### src/verilog/sfd_cmd_consts.vh
/*
 Opcode, group and prefix constants for the serial flash command decoder.
 Assumes inclusion by the decoder only; definitions only.
*/
`ifndef SFD_CMD_CONSTS_VH
`define SFD_CMD_CONSTS_VH

// Command groups
`define SFD_GRP_A       3'h0
`define SFD_GRP_B       3'h1
`define SFD_GRP_C       3'h2
`define SFD_GRP_D       3'h3
`define SFD_GRP_OTHER   3'h4

// Read class
`define SFD_OP_PG_RD    8'hd2
`define SFD_OP_CR_LP    8'h01
`define SFD_OP_CR_LF    8'h03
`define SFD_OP_CR_HF1   8'h0b
`define SFD_OP_CR_HF2   8'h1b
`define SFD_OP_CR_OLD   8'he8
`define SFD_OP_B1_RD_LF 8'hd1
`define SFD_OP_B2_RD_LF 8'hd3
`define SFD_OP_B1_RD_HF 8'hd4
`define SFD_OP_B2_RD_HF 8'hd6
`define SFD_OP_PROT_RD  8'h32
`define SFD_OP_SEC_RD   8'h77
// Legacy
`define SFD_OP_L_B1_RD  8'h54
`define SFD_OP_L_B2_RD  8'h56
`define SFD_OP_L_PG_RD  8'h52
`define SFD_OP_L_CR     8'h68
`define SFD_OP_L_STAT   8'h57
// Buffer write and program / erase
`define SFD_OP_B1_WR    8'h84
`define SFD_OP_B2_WR    8'h87
`define SFD_OP_B1_PE    8'h83
`define SFD_OP_B2_PE    8'h86
`define SFD_OP_B1_PN    8'h88
`define SFD_OP_B2_PN    8'h89
`define SFD_OP_TB1_PE   8'h82
`define SFD_OP_TB2_PE   8'h85
`define SFD_OP_TB1_PN   8'h02
`define SFD_OP_PG_ER    8'h81
`define SFD_OP_BLK_ER   8'h50
`define SFD_OP_SEC_ER   8'h7c
`define SFD_OP_RW_B1    8'h58
`define SFD_OP_RW_B2    8'h59
`define SFD_OP_XF_B1    8'h53
`define SFD_OP_XF_B2    8'h55
`define SFD_OP_CMP_B1   8'h60
`define SFD_OP_CMP_B2   8'h61
// Power, status, identification
`define SFD_OP_DPD      8'hb9
`define SFD_OP_DPD_RES  8'hab
`define SFD_OP_UDPD     8'h79
`define SFD_OP_STAT     8'hd7
`define SFD_OP_ID       8'h9f
// Four-byte sequences
`define SFD_PFX_CE1     8'hc7
`define SFD_PFX_CE2     8'h94
`define SFD_PFX_CE3     8'h80
`define SFD_PFX_CE4     8'h9a
`define SFD_PFX_P1      8'h3d
`define SFD_PFX_P2      8'h2a
`define SFD_PFX_PROT    8'h7f
`define SFD_PFX_PGSZ    8'h80
`define SFD_X_PROT_EN   8'ha9
`define SFD_X_PROT_DIS  8'h9a
`define SFD_X_PREG_ER   8'hcf
`define SFD_X_PREG_PG   8'hfc
`define SFD_X_PG_512    8'ha6
`define SFD_X_PG_528    8'ha7
`define SFD_PFX_RST     8'hf0
`define SFD_X_ZERO      8'h00

// Counter end and saturation values
`define SFD_BIT_LAST    3'h7
`define SFD_BYTE_LAST   3'h3
`define SFD_BYTE_SAT    3'h4

`endif

### src/verilog/sfd_cmd_decoder.v
/*
 Serial flash command decoder and concurrency checker.
 Assumes an SPI host on cs_n_pin/sck_pin/si_pin (mode 0 or 3, sampled on
 rising sclk, at most a quarter of core_clk), and a self-timed engine on
 core_clk reporting its busy state on eng_busy, eng_grp_d and eng_buf.
*/
// Behaviour
// - Status runs while busy; ID and other-buffer write too, unless group D busy
// - Self-timed group: erases, transfers, compares, programs, rewrites
// - Group C and group D membership
// - D2h, 01h, 03h read opcodes
// - 0Bh, 1Bh, E8h continuous reads
// - D1h, D3h, D4h, D6h buffer reads
// - 84h, 87h buffer writes
// - 83h, 86h, 88h, 89h buffer programs
// - 82h, 85h, 02h programs through buffer
// - Erases incl. four-byte chip erase
// - 58h, 59h auto page rewrite
// - Four-byte protection command decode
// - 32h, 77h register reads
// - 53h, 55h transfer; 60h, 61h compare
// - B9h, ABh, 79h power-down opcodes
// - D7h status, 9Fh identification
// - Four-byte page size configuration
// - F0h 00h 00h 00h software reset
// - Legacy opcodes 54h 56h 52h 68h 57h
`timescale 1ns/1ps
`include "sfd_cmd_consts.vh"

module sfd_cmd_decoder (
    input  wire       core_clk,
    input  wire       rst,
    input  wire       cs_n_pin,
    input  wire       sck_pin,
    input  wire       si_pin,
    input  wire       eng_busy,
    input  wire       eng_grp_d,
    input  wire       eng_buf,
    output reg        cmd_stb_r,
    output reg        cmd_rej_r,
    output reg        cmd_unk_r,
    output reg  [7:0] cmd_op_r,
    output reg  [7:0] cmd_ext_r,
    output reg  [2:0] cmd_grp_r,
    output reg        cmd_buf_r,
    output reg        cmd_legacy_r,
    output reg        st_active_r,
    output reg        swrst_r
);

////////////////////////////////////////////////////////////////////////////////
// Single-byte decode: {known, legacy, group[2:0], buffer}

function [5:0] sfd_decode;
    input [7:0] op;
    begin
        case (op)
            `SFD_OP_PG_RD:    sfd_decode = {2'b10, `SFD_GRP_A, 1'b0};
            `SFD_OP_CR_LP:    sfd_decode = {2'b10, `SFD_GRP_A, 1'b0};
            `SFD_OP_CR_LF:    sfd_decode = {2'b10, `SFD_GRP_A, 1'b0};
            `SFD_OP_CR_HF1:   sfd_decode = {2'b10, `SFD_GRP_A, 1'b0};
            `SFD_OP_CR_HF2:   sfd_decode = {2'b10, `SFD_GRP_A, 1'b0};
            `SFD_OP_CR_OLD:   sfd_decode = {2'b11, `SFD_GRP_A, 1'b0};
            `SFD_OP_B1_RD_LF: sfd_decode = {2'b10, `SFD_GRP_A, 1'b0};
            `SFD_OP_B2_RD_LF: sfd_decode = {2'b10, `SFD_GRP_A, 1'b1};
            `SFD_OP_B1_RD_HF: sfd_decode = {2'b10, `SFD_GRP_A, 1'b0};
            `SFD_OP_B2_RD_HF: sfd_decode = {2'b10, `SFD_GRP_A, 1'b1};
            `SFD_OP_PROT_RD:  sfd_decode = {2'b10, `SFD_GRP_A, 1'b0};
            `SFD_OP_SEC_RD:   sfd_decode = {2'b10, `SFD_GRP_A, 1'b0};
            `SFD_OP_L_B1_RD:  sfd_decode = {2'b11, `SFD_GRP_A, 1'b0};
            `SFD_OP_L_B2_RD:  sfd_decode = {2'b11, `SFD_GRP_A, 1'b1};
            `SFD_OP_L_PG_RD:  sfd_decode = {2'b11, `SFD_GRP_A, 1'b0};
            `SFD_OP_L_CR:     sfd_decode = {2'b11, `SFD_GRP_A, 1'b0};
            `SFD_OP_L_STAT:   sfd_decode = {2'b11, `SFD_GRP_C, 1'b0};
            `SFD_OP_B1_WR:    sfd_decode = {2'b10, `SFD_GRP_C, 1'b0};
            `SFD_OP_B2_WR:    sfd_decode = {2'b10, `SFD_GRP_C, 1'b1};
            `SFD_OP_B1_PE:    sfd_decode = {2'b10, `SFD_GRP_B, 1'b0};
            `SFD_OP_B2_PE:    sfd_decode = {2'b10, `SFD_GRP_B, 1'b1};
            `SFD_OP_B1_PN:    sfd_decode = {2'b10, `SFD_GRP_B, 1'b0};
            `SFD_OP_B2_PN:    sfd_decode = {2'b10, `SFD_GRP_B, 1'b1};
            `SFD_OP_TB1_PE:   sfd_decode = {2'b10, `SFD_GRP_B, 1'b0};
            `SFD_OP_TB2_PE:   sfd_decode = {2'b10, `SFD_GRP_B, 1'b1};
            `SFD_OP_TB1_PN:   sfd_decode = {2'b10, `SFD_GRP_B, 1'b0};
            `SFD_OP_PG_ER:    sfd_decode = {2'b10, `SFD_GRP_B, 1'b0};
            `SFD_OP_BLK_ER:   sfd_decode = {2'b10, `SFD_GRP_B, 1'b0};
            `SFD_OP_SEC_ER:   sfd_decode = {2'b10, `SFD_GRP_B, 1'b0};
            `SFD_OP_RW_B1:    sfd_decode = {2'b10, `SFD_GRP_B, 1'b0};
            `SFD_OP_RW_B2:    sfd_decode = {2'b10, `SFD_GRP_B, 1'b1};
            `SFD_OP_XF_B1:    sfd_decode = {2'b10, `SFD_GRP_B, 1'b0};
            `SFD_OP_XF_B2:    sfd_decode = {2'b10, `SFD_GRP_B, 1'b1};
            `SFD_OP_CMP_B1:   sfd_decode = {2'b10, `SFD_GRP_B, 1'b0};
            `SFD_OP_CMP_B2:   sfd_decode = {2'b10, `SFD_GRP_B, 1'b1};
            `SFD_OP_DPD:      sfd_decode = {2'b10, `SFD_GRP_OTHER, 1'b0};
            `SFD_OP_DPD_RES:  sfd_decode = {2'b10, `SFD_GRP_OTHER, 1'b0};
            `SFD_OP_UDPD:     sfd_decode = {2'b10, `SFD_GRP_OTHER, 1'b0};
            `SFD_OP_STAT:     sfd_decode = {2'b10, `SFD_GRP_C, 1'b0};
            `SFD_OP_ID:       sfd_decode = {2'b10, `SFD_GRP_C, 1'b0};
            default:          sfd_decode = {2'b00, `SFD_GRP_OTHER, 1'b0};
        endcase
    end
endfunction

////////////////////////////////////////////////////////////////////////////////
// Pin synchronisers

reg        cs_s1;
reg        cs_s2;
reg        cs_d;
reg        sck_s1;
reg        sck_s2;
reg        sck_d;
reg        si_s1;
reg        si_s2;

always @(posedge core_clk or posedge rst) begin
    if (rst) begin
        cs_s1  <= 1'b1;
        cs_s2  <= 1'b1;
        cs_d   <= 1'b1;
        sck_s1 <= 1'b0;
        sck_s2 <= 1'b0;
        sck_d  <= 1'b0;
        si_s1  <= 1'b0;
        si_s2  <= 1'b0;
    end else begin
        cs_s1  <= cs_n_pin;
        cs_s2  <= cs_s1;
        cs_d   <= cs_s2;
        sck_s1 <= sck_pin;
        sck_s2 <= sck_s1;
        sck_d  <= sck_s2;
        si_s1  <= si_pin;
        si_s2  <= si_s1;
    end
end

////////////////////////////////////////////////////////////////////////////////
// Frame state

reg  [7:0] shift_r;
reg  [2:0] bit_cnt_r;
reg  [2:0] byte_cnt_r;
reg        done_r;
reg        rst_arm_r;
reg  [7:0] op1_r;
reg  [7:0] b2_r;
reg  [7:0] b3_r;

wire       cs_fall  = ~cs_s2 & cs_d;
wire       cs_rise  = cs_s2 & ~cs_d;
wire       sck_rise = ~cs_s2 & sck_s2 & ~sck_d;
wire [7:0] new_byte = {shift_r[6:0], si_s2};
wire       byte_end = sck_rise & (bit_cnt_r == `SFD_BIT_LAST);
wire [5:0] dec      = sfd_decode(new_byte);

////////////////////////////////////////////////////////////////////////////////
// Command resolution

reg        hit;
reg        miss;
reg  [2:0] grp;
reg        bsel;
reg        legacy;
reg        is_rst;
reg        is_stat;
reg        is_bwr;
reg        rej;
reg        pfx_p;

always @* begin
    hit     = 1'b0;
    miss    = 1'b0;
    grp     = `SFD_GRP_OTHER;
    bsel    = 1'b0;
    legacy  = 1'b0;
    is_rst  = 1'b0;
    pfx_p   = (op1_r == `SFD_PFX_P1) && (b2_r == `SFD_PFX_P2);
    if (byte_end && !done_r && byte_cnt_r == 3'h0) begin
        if (new_byte != `SFD_PFX_CE1 && new_byte != `SFD_PFX_P1 &&
            new_byte != `SFD_PFX_RST) begin
            hit    = dec[5];
            miss   = ~dec[5];
            legacy = dec[4];
            grp    = dec[3:1];
            bsel   = dec[0];
        end
    end else if (byte_end && !done_r && byte_cnt_r == `SFD_BYTE_LAST) begin
        miss = 1'b1;
        if (op1_r == `SFD_PFX_CE1 && b2_r == `SFD_PFX_CE2 &&
            b3_r == `SFD_PFX_CE3 && new_byte == `SFD_PFX_CE4) begin
            hit = 1'b1;
            grp = `SFD_GRP_B;
        end
        if (pfx_p && b3_r == `SFD_PFX_PROT) begin
            if (new_byte == `SFD_X_PROT_EN || new_byte == `SFD_X_PROT_DIS) begin
                hit = 1'b1;
            end
            if (new_byte == `SFD_X_PREG_ER || new_byte == `SFD_X_PREG_PG) begin
                hit = 1'b1;
                grp = `SFD_GRP_D;
            end
        end
        if (pfx_p && b3_r == `SFD_PFX_PGSZ &&
            (new_byte == `SFD_X_PG_512 || new_byte == `SFD_X_PG_528)) begin
            hit = 1'b1;
            grp = `SFD_GRP_D;
        end
        if (op1_r == `SFD_PFX_RST && b2_r == `SFD_X_ZERO &&
            b3_r == `SFD_X_ZERO && new_byte == `SFD_X_ZERO) begin
            hit    = 1'b1;
            is_rst = 1'b1;
        end
        miss = ~hit;
    end
    is_stat = (byte_cnt_r == 3'h0) &&
              (new_byte == `SFD_OP_STAT || new_byte == `SFD_OP_L_STAT);
    is_bwr  = (byte_cnt_r == 3'h0) &&
              (new_byte == `SFD_OP_B1_WR || new_byte == `SFD_OP_B2_WR);
    rej = 1'b0;
    if (eng_busy && !is_rst) begin
        if (eng_grp_d) begin
            rej = ~is_stat;
        end else begin
            rej = (grp != `SFD_GRP_C) || (is_bwr && bsel == eng_buf);
        end
    end
end

////////////////////////////////////////////////////////////////////////////////
// Sequencing and outputs

always @(posedge core_clk or posedge rst) begin
    if (rst) begin
        shift_r      <= 8'h00;
        bit_cnt_r    <= 3'h0;
        byte_cnt_r   <= 3'h0;
        done_r       <= 1'b0;
        rst_arm_r    <= 1'b0;
        op1_r        <= 8'h00;
        b2_r         <= 8'h00;
        b3_r         <= 8'h00;
        cmd_stb_r    <= 1'b0;
        cmd_rej_r    <= 1'b0;
        cmd_unk_r    <= 1'b0;
        cmd_op_r     <= 8'h00;
        cmd_ext_r    <= 8'h00;
        cmd_grp_r    <= `SFD_GRP_OTHER;
        cmd_buf_r    <= 1'b0;
        cmd_legacy_r <= 1'b0;
        st_active_r  <= 1'b0;
        swrst_r      <= 1'b0;
    end else begin
        st_active_r <= eng_busy;
        cmd_stb_r   <= hit & ~rej;
        cmd_rej_r   <= hit & rej;
        cmd_unk_r   <= miss;
        swrst_r     <= cs_rise & rst_arm_r & (bit_cnt_r == 3'h0);
        if (cs_fall || cs_rise) begin
            bit_cnt_r  <= 3'h0;
            byte_cnt_r <= 3'h0;
            done_r     <= 1'b0;
            rst_arm_r  <= 1'b0;
        end else if (sck_rise) begin
            shift_r   <= new_byte;
            bit_cnt_r <= bit_cnt_r + 3'h1;
            if (byte_end) begin
                if (byte_cnt_r != `SFD_BYTE_SAT) begin
                    byte_cnt_r <= byte_cnt_r + 3'h1;
                end
                case (byte_cnt_r)
                    3'h0:    op1_r <= new_byte;
                    3'h1:    b2_r  <= new_byte;
                    3'h2:    b3_r  <= new_byte;
                    default: b3_r  <= b3_r;
                endcase
                if (hit || miss) begin
                    done_r <= 1'b1;
                end
                if (is_rst) begin
                    rst_arm_r <= 1'b1;
                end
            end
        end
        if (hit) begin
            cmd_op_r     <= (byte_cnt_r == 3'h0) ? new_byte : op1_r;
            cmd_ext_r    <= (byte_cnt_r == 3'h0) ? `SFD_X_ZERO : new_byte;
            cmd_grp_r    <= grp;
            cmd_buf_r    <= bsel;
            cmd_legacy_r <= legacy;
        end
    end
end

endmodule

### config.mk
export PLATFORM = sky130hd
export DESIGN_NAME = sfd_cmd_decoder
export DESIGN_NICKNAME = d
export VERILOG_FILES = /design/src/verilog/sfd_cmd_decoder.v
export VERILOG_INCLUDE_DIRS = /design/src /design/src/verilog
export SDC_FILE = /design/constraint.sdc
export NUM_CORES = 1
export LEC_CHECK = 0
export BUFFER_PORTS_ARGS = -buffer_cell sky130_fd_sc_hd__buf_2
export CAP_MARGIN = 20
export CORE_MARGIN = 5
export CORE_UTILIZATION = 54
export CTS_CLUSTER_SIZE = 30
export DETAILED_ROUTE_END_ITERATION = 16
export PLACE_DENSITY = 0.76
export SKIP_LAST_GASP = 1
export SLEW_MARGIN = 20
export SYNTH_ARGS = -nofsm -noshare
export SYNTH_HDL_FRONTEND = slang
export SYNTH_SLANG_ARGS = --single-unit
### constraint.sdc
create_clock -name core_clk -period 2.7 [get_ports core_clk]
set_clock_uncertainty 0.1 [all_clocks]
set_input_delay 0.54 -clock core_clk [delete_from_list [all_inputs] [get_ports core_clk]]
set_output_delay 0.54 -clock core_clk [all_outputs]
set_load 0.05 [all_outputs]
==> results.json <==
{
  "timing.critical_path.arrival_ns": 2.90,
  "vdd_drop_max_uv": 323,
  "p_leak_nw": 2.41,
  "rows": 31,
  "postSynthAreaPerCell_um2": 10.1,
  "worst-r2r-cell-count": 7,
  "timing.rr.start": "b3_r[3]$_DFFE_PP0P_",
  "synthCells": 395,
  "layout.cells.non_filler": 579,
  "setup_viol": 18,
  "drtIter0Drc": 278,
  "critical_path.most_common_cell": "sky130_fd_sc_hd__or4_4",
  "failed_checks": "negative setup slack",
  "critical_path.reg2reg.endpoint": "cmd_op_r[3]$_DFFE_PP0P_",
  "worst_skew_pair_later_pin_latency_ns": 0.36,
  "synth_enable_flop_cells": 0,
  "async_reset_ff_share_pct": 100,
  "final.period_utilization_pct": 102,
  "grt.total_usage_pct": 23.5,
  "syn_to_final_growth_pct": 24.9,
  "yosys_top_cell_area_share_pct": 43.4,
  "worst_hold_path_type": "in -> async",
  "smallest_setup_slack_after_layout_ns": -0.0576,
  "timing.critical_path.slowest_stage_cell": "sky130_fd_sc_hd__or4_4",
  "clkSinkCount": 73,
  "first_global_vias": 3360,
  "initial_utilization_pct": 55.2,
  "final_core_util_pct": 68.9,
  "ys_types": 67,
  "worst-slew-pin-transition_ns": 0.499,
  "placed_inst_area_mm2": 0.00460,
  "cts_max_level": 3,
  "x_dimension_of_the_die_um": 95.9,
  "net-switching-power_uw": 940,
  "design.die.area_mm2": 0.00919,
  "antenna_found_initial": 0,
  "layout.cells.most_common": "sky130_fd_sc_hd__dfrtp_1",
  "achievable-frequency_mhz": 363,
  "pin_count": 34,
  "drt-wirelength-per-cell_um": 17.3,
  "timing.reg2reg.setup_slack_ns": -0.06,
  "synth_top_cell_by_area": "sky130_fd_sc_hd__dfrtp_1",
  "drt_wl_total_um": 10000,
  "remaining_drc_errors": 0,
  "number_of_i_o_port_buffers": 33,
  "final_weighted_congestion_of_routability_driven_global_placement": 0.930,
  "final_number_of_max_transition_violations": 0,
  "power_density_mw_per_mm2": 599,
  "share_of_power_burned_in_the_clock_network_pct": 33.2,
  "timing.final.hold_violations": 0,
  "synth_seq_area_share_pct": 46.0,
  "setup.worst_path.class": "reg -> reg",
  "power.switching_fraction_pct": 31.6,
  "pwr-share-seq_pct": 40.3,
  "drt_first_pass_iters": 4,
  "status": "finished, violations left",
  "max_cap_viol_count": 0,
  "highest_count_cells_in_the_layout_ignoring_fill_and_taps": "64 x sky130_fd_sc_hd__dfrtp_1, 59 x sky130_fd_sc_hd__buf_4, 48 x sky130_fd_sc_hd__nand2_1",
  "finish.net_count": 492,
  "grt_setup_unrepaired": "yes",
  "synth_top_flop_cell": "sky130_fd_sc_hd__dfrtp_1",
  "slew_headroom_pct": 66.6,
  "fp.dieH_um": 95.9,
  "post_syn_area_mm2": 0.00398,
  "register_bit_total_from_synthesis": 73,
  "final_area_mm2": 0.00497,
  "power.combinational.fraction_pct": 26.5,
  "critical-path-max-stage-delay_ns": 0.61,
  "timing.critical_path.from_type": "flip-flop",
  "tritoncts.num_buffers": 9,
  "tritoncts_clock_tree": "built",
  "yosys_warnings": 0,
  "detailroute.via_count": 3302,
  "clkSlewWorstSetupHoldPaths_ns": 0.08,
  "timing.critical_path.cells": "or4_4 > nand4b_1 > or4_4 > a21oi_4 > o21ai_2 > nor2b_4 > mux2_4",
  "netlist_top_cells_area": "sky130_fd_sc_hd__dfrtp_1 43%, sky130_fd_sc_hd__mux2_2 5.7%, sky130_fd_sc_hd__nand2_1 4.5%",
  "setup.worst_path.end_class": "flip-flop",
  "crit_fanout": 8,
  "maximum_clock_insertion_buffer_count": 2,
  "detailedPlace.worstSlack_ns": -0.225,
  "std_cell_core_area_mm2": 0.00721,
  "syn_nets": 412,
  "total_global_routing_overflow": 0,
  "place_hpwl_um": 6940,
  "global_route_wire_length_before_repair_um": 16500,
  "post_drt_via_cell_ratio": 5.70,
  "required_ns": 2.84,
  "grt_start_max_net_pins": 74,
  "insertedDiodeCount": 0,
  "ant_nets": 0,
  "finalCriticalPeriod_ns": 2.76,
  "drive_above_1_share_pct": 36.5,
  "internal-power_mw": 2.04,
  "clock-root-buffer": "sky130_fd_sc_hd__clkbuf_8",
  "place.detailed.instances": 553
}
[worst max-delay path by stage]
stage | from | to | slack, ns | cells past startpoint
2_1_floorplan | b2_r[4]$_DFFE_PP0P_ | cmd_ext_r[2]$_DFFE_PP0P_ | -0.02 | 9
3_3_place_gp | shift_r[3]$_DFFE_PP0P_ | cmd_rej_r$_DFF_PP0_ | -0.19 | 8
3_5_place_dp | shift_r[3]$_DFFE_PP0P_ | cmd_ext_r[0]$_DFFE_PP0P_ | -0.23 | 7
4_1_cts | b3_r[3]$_DFFE_PP0P_ | cmd_op_r[2]$_DFFE_PP0P_ | -0.002 | 7
5_1_grt | b3_r[3]$_DFFE_PP0P_ | cmd_op_r[3]$_DFFE_PP0P_ | -0.12 | 7
6_report | b3_r[3]$_DFFE_PP0P_ | cmd_op_r[3]$_DFFE_PP0P_ | -0.06 | 7
[cell usage after synthesis, types with 6 or more instances]
cell,count
sky130_fd_sc_hd__inv_1,17
sky130_fd_sc_hd__clkbuf_1,24
sky130_fd_sc_hd__nor4_1,8
sky130_fd_sc_hd__dfrtp_1,69
sky130_fd_sc_hd__a21oi_1,8
sky130_fd_sc_hd__nand3_1,9
sky130_fd_sc_hd__nor2_1,15
sky130_fd_sc_hd__nand2_1,48
sky130_fd_sc_hd__mux2_4,7
sky130_fd_sc_hd__nor3_1,6
sky130_fd_sc_hd__o21ai_0,26
sky130_fd_sc_hd__ha_1,9
sky130_fd_sc_hd__nand4_1,8
sky130_fd_sc_hd__nand2b_1,11
sky130_fd_sc_hd__or4_1,6
sky130_fd_sc_hd__mux2i_1,10
sky130_fd_sc_hd__mux2_2,20
[logic make-up (layout without fill, tap and decap cells)]
| logic type | after synthesis | in the layout | synth area share, % |
|---|---|---|---|
| and+or+nand+nor | 153 | 154 | 21.9 |
| DFF | 73 | 73 | 46.0 |
| AOI/OAI and AO/OA | 68 | 68 | 11.4 |
| buffers and inverters | 46 | 130 | 4.84 |
| muxes | 40 | 40 | 11.7 |
| adders and majority gates | 9 | 9 | 2.83 |
| xor gates and xnor gates | 6 | 6 | 1.32 |
[power groups by stage]
stage	sequential, mW	clock, mW	combinational [mW]
finish	1.20	0.987	0.790
global route	1.21	1.04	0.853
CTS	1.20	0.994	0.779
detailed placement	1.22	0	0.748
global placement	1.21	0	0.741
floorplan	1.19	0	0.459
[cell type report]
cell class              instances  area (um^2)
inverters                      18         67.6
multi-input cells             277         2050
well taps                      99          124
flip-flops and latches         73         1840
repair buffers                 96          662
fillers                       559         2240
clock buffers                  10          138
clock inverters                 6         88.8
[routing by layer]
layer / track usage [%] / share of wire [%]
met3: 4.22 / 4.1
met5: 0 / 0
met1: 29.8 / 44
met2: 40.1 / 51
met4: 8.53 / 1.4
[repair_timing]
action / in CTS / in global routing
setup endpoints to repair: 22 / 21
setup buffers: 7 / 2
hold buffers: 0 / 0
gates cloned: 1 / 0
pin swaps: 0 / 5
resized for setup: 12 / 9
[worst max-delay path, delay by kind of cell, from the launching register on]
family	cells	cell delay, ns
DFF	1	0.40
AOI/OAI and AO/OA	2	0.24
muxes	1	0.32
and+or+nand+nor	4	1.59
[stage by stage]
stage	setup TNS, ns	hold WS (ns)	power (mW)
after floorplan	-0.132	0.231	1.65
after global placement	-3.41	0.238	1.95
after detailed placement	-3.40	0.243	1.96
after CTS	-0.00189	0.162	2.97
after global routing	-1.89	0.155	3.10
final	-0.597	0.156	2.98
[registers in the layout, summed over array words and instances (netlist names), 3 cells and up]
name,cells
op1_r,8
shift_r,7
b2_r,8
cmd_ext_r,8
byte_cnt_r,3
b3_r,8
cmd_op_r,8
bit_cnt_r,3
cmd_grp_r,3
Note: power is estimated with default switching activity, not from simulation.
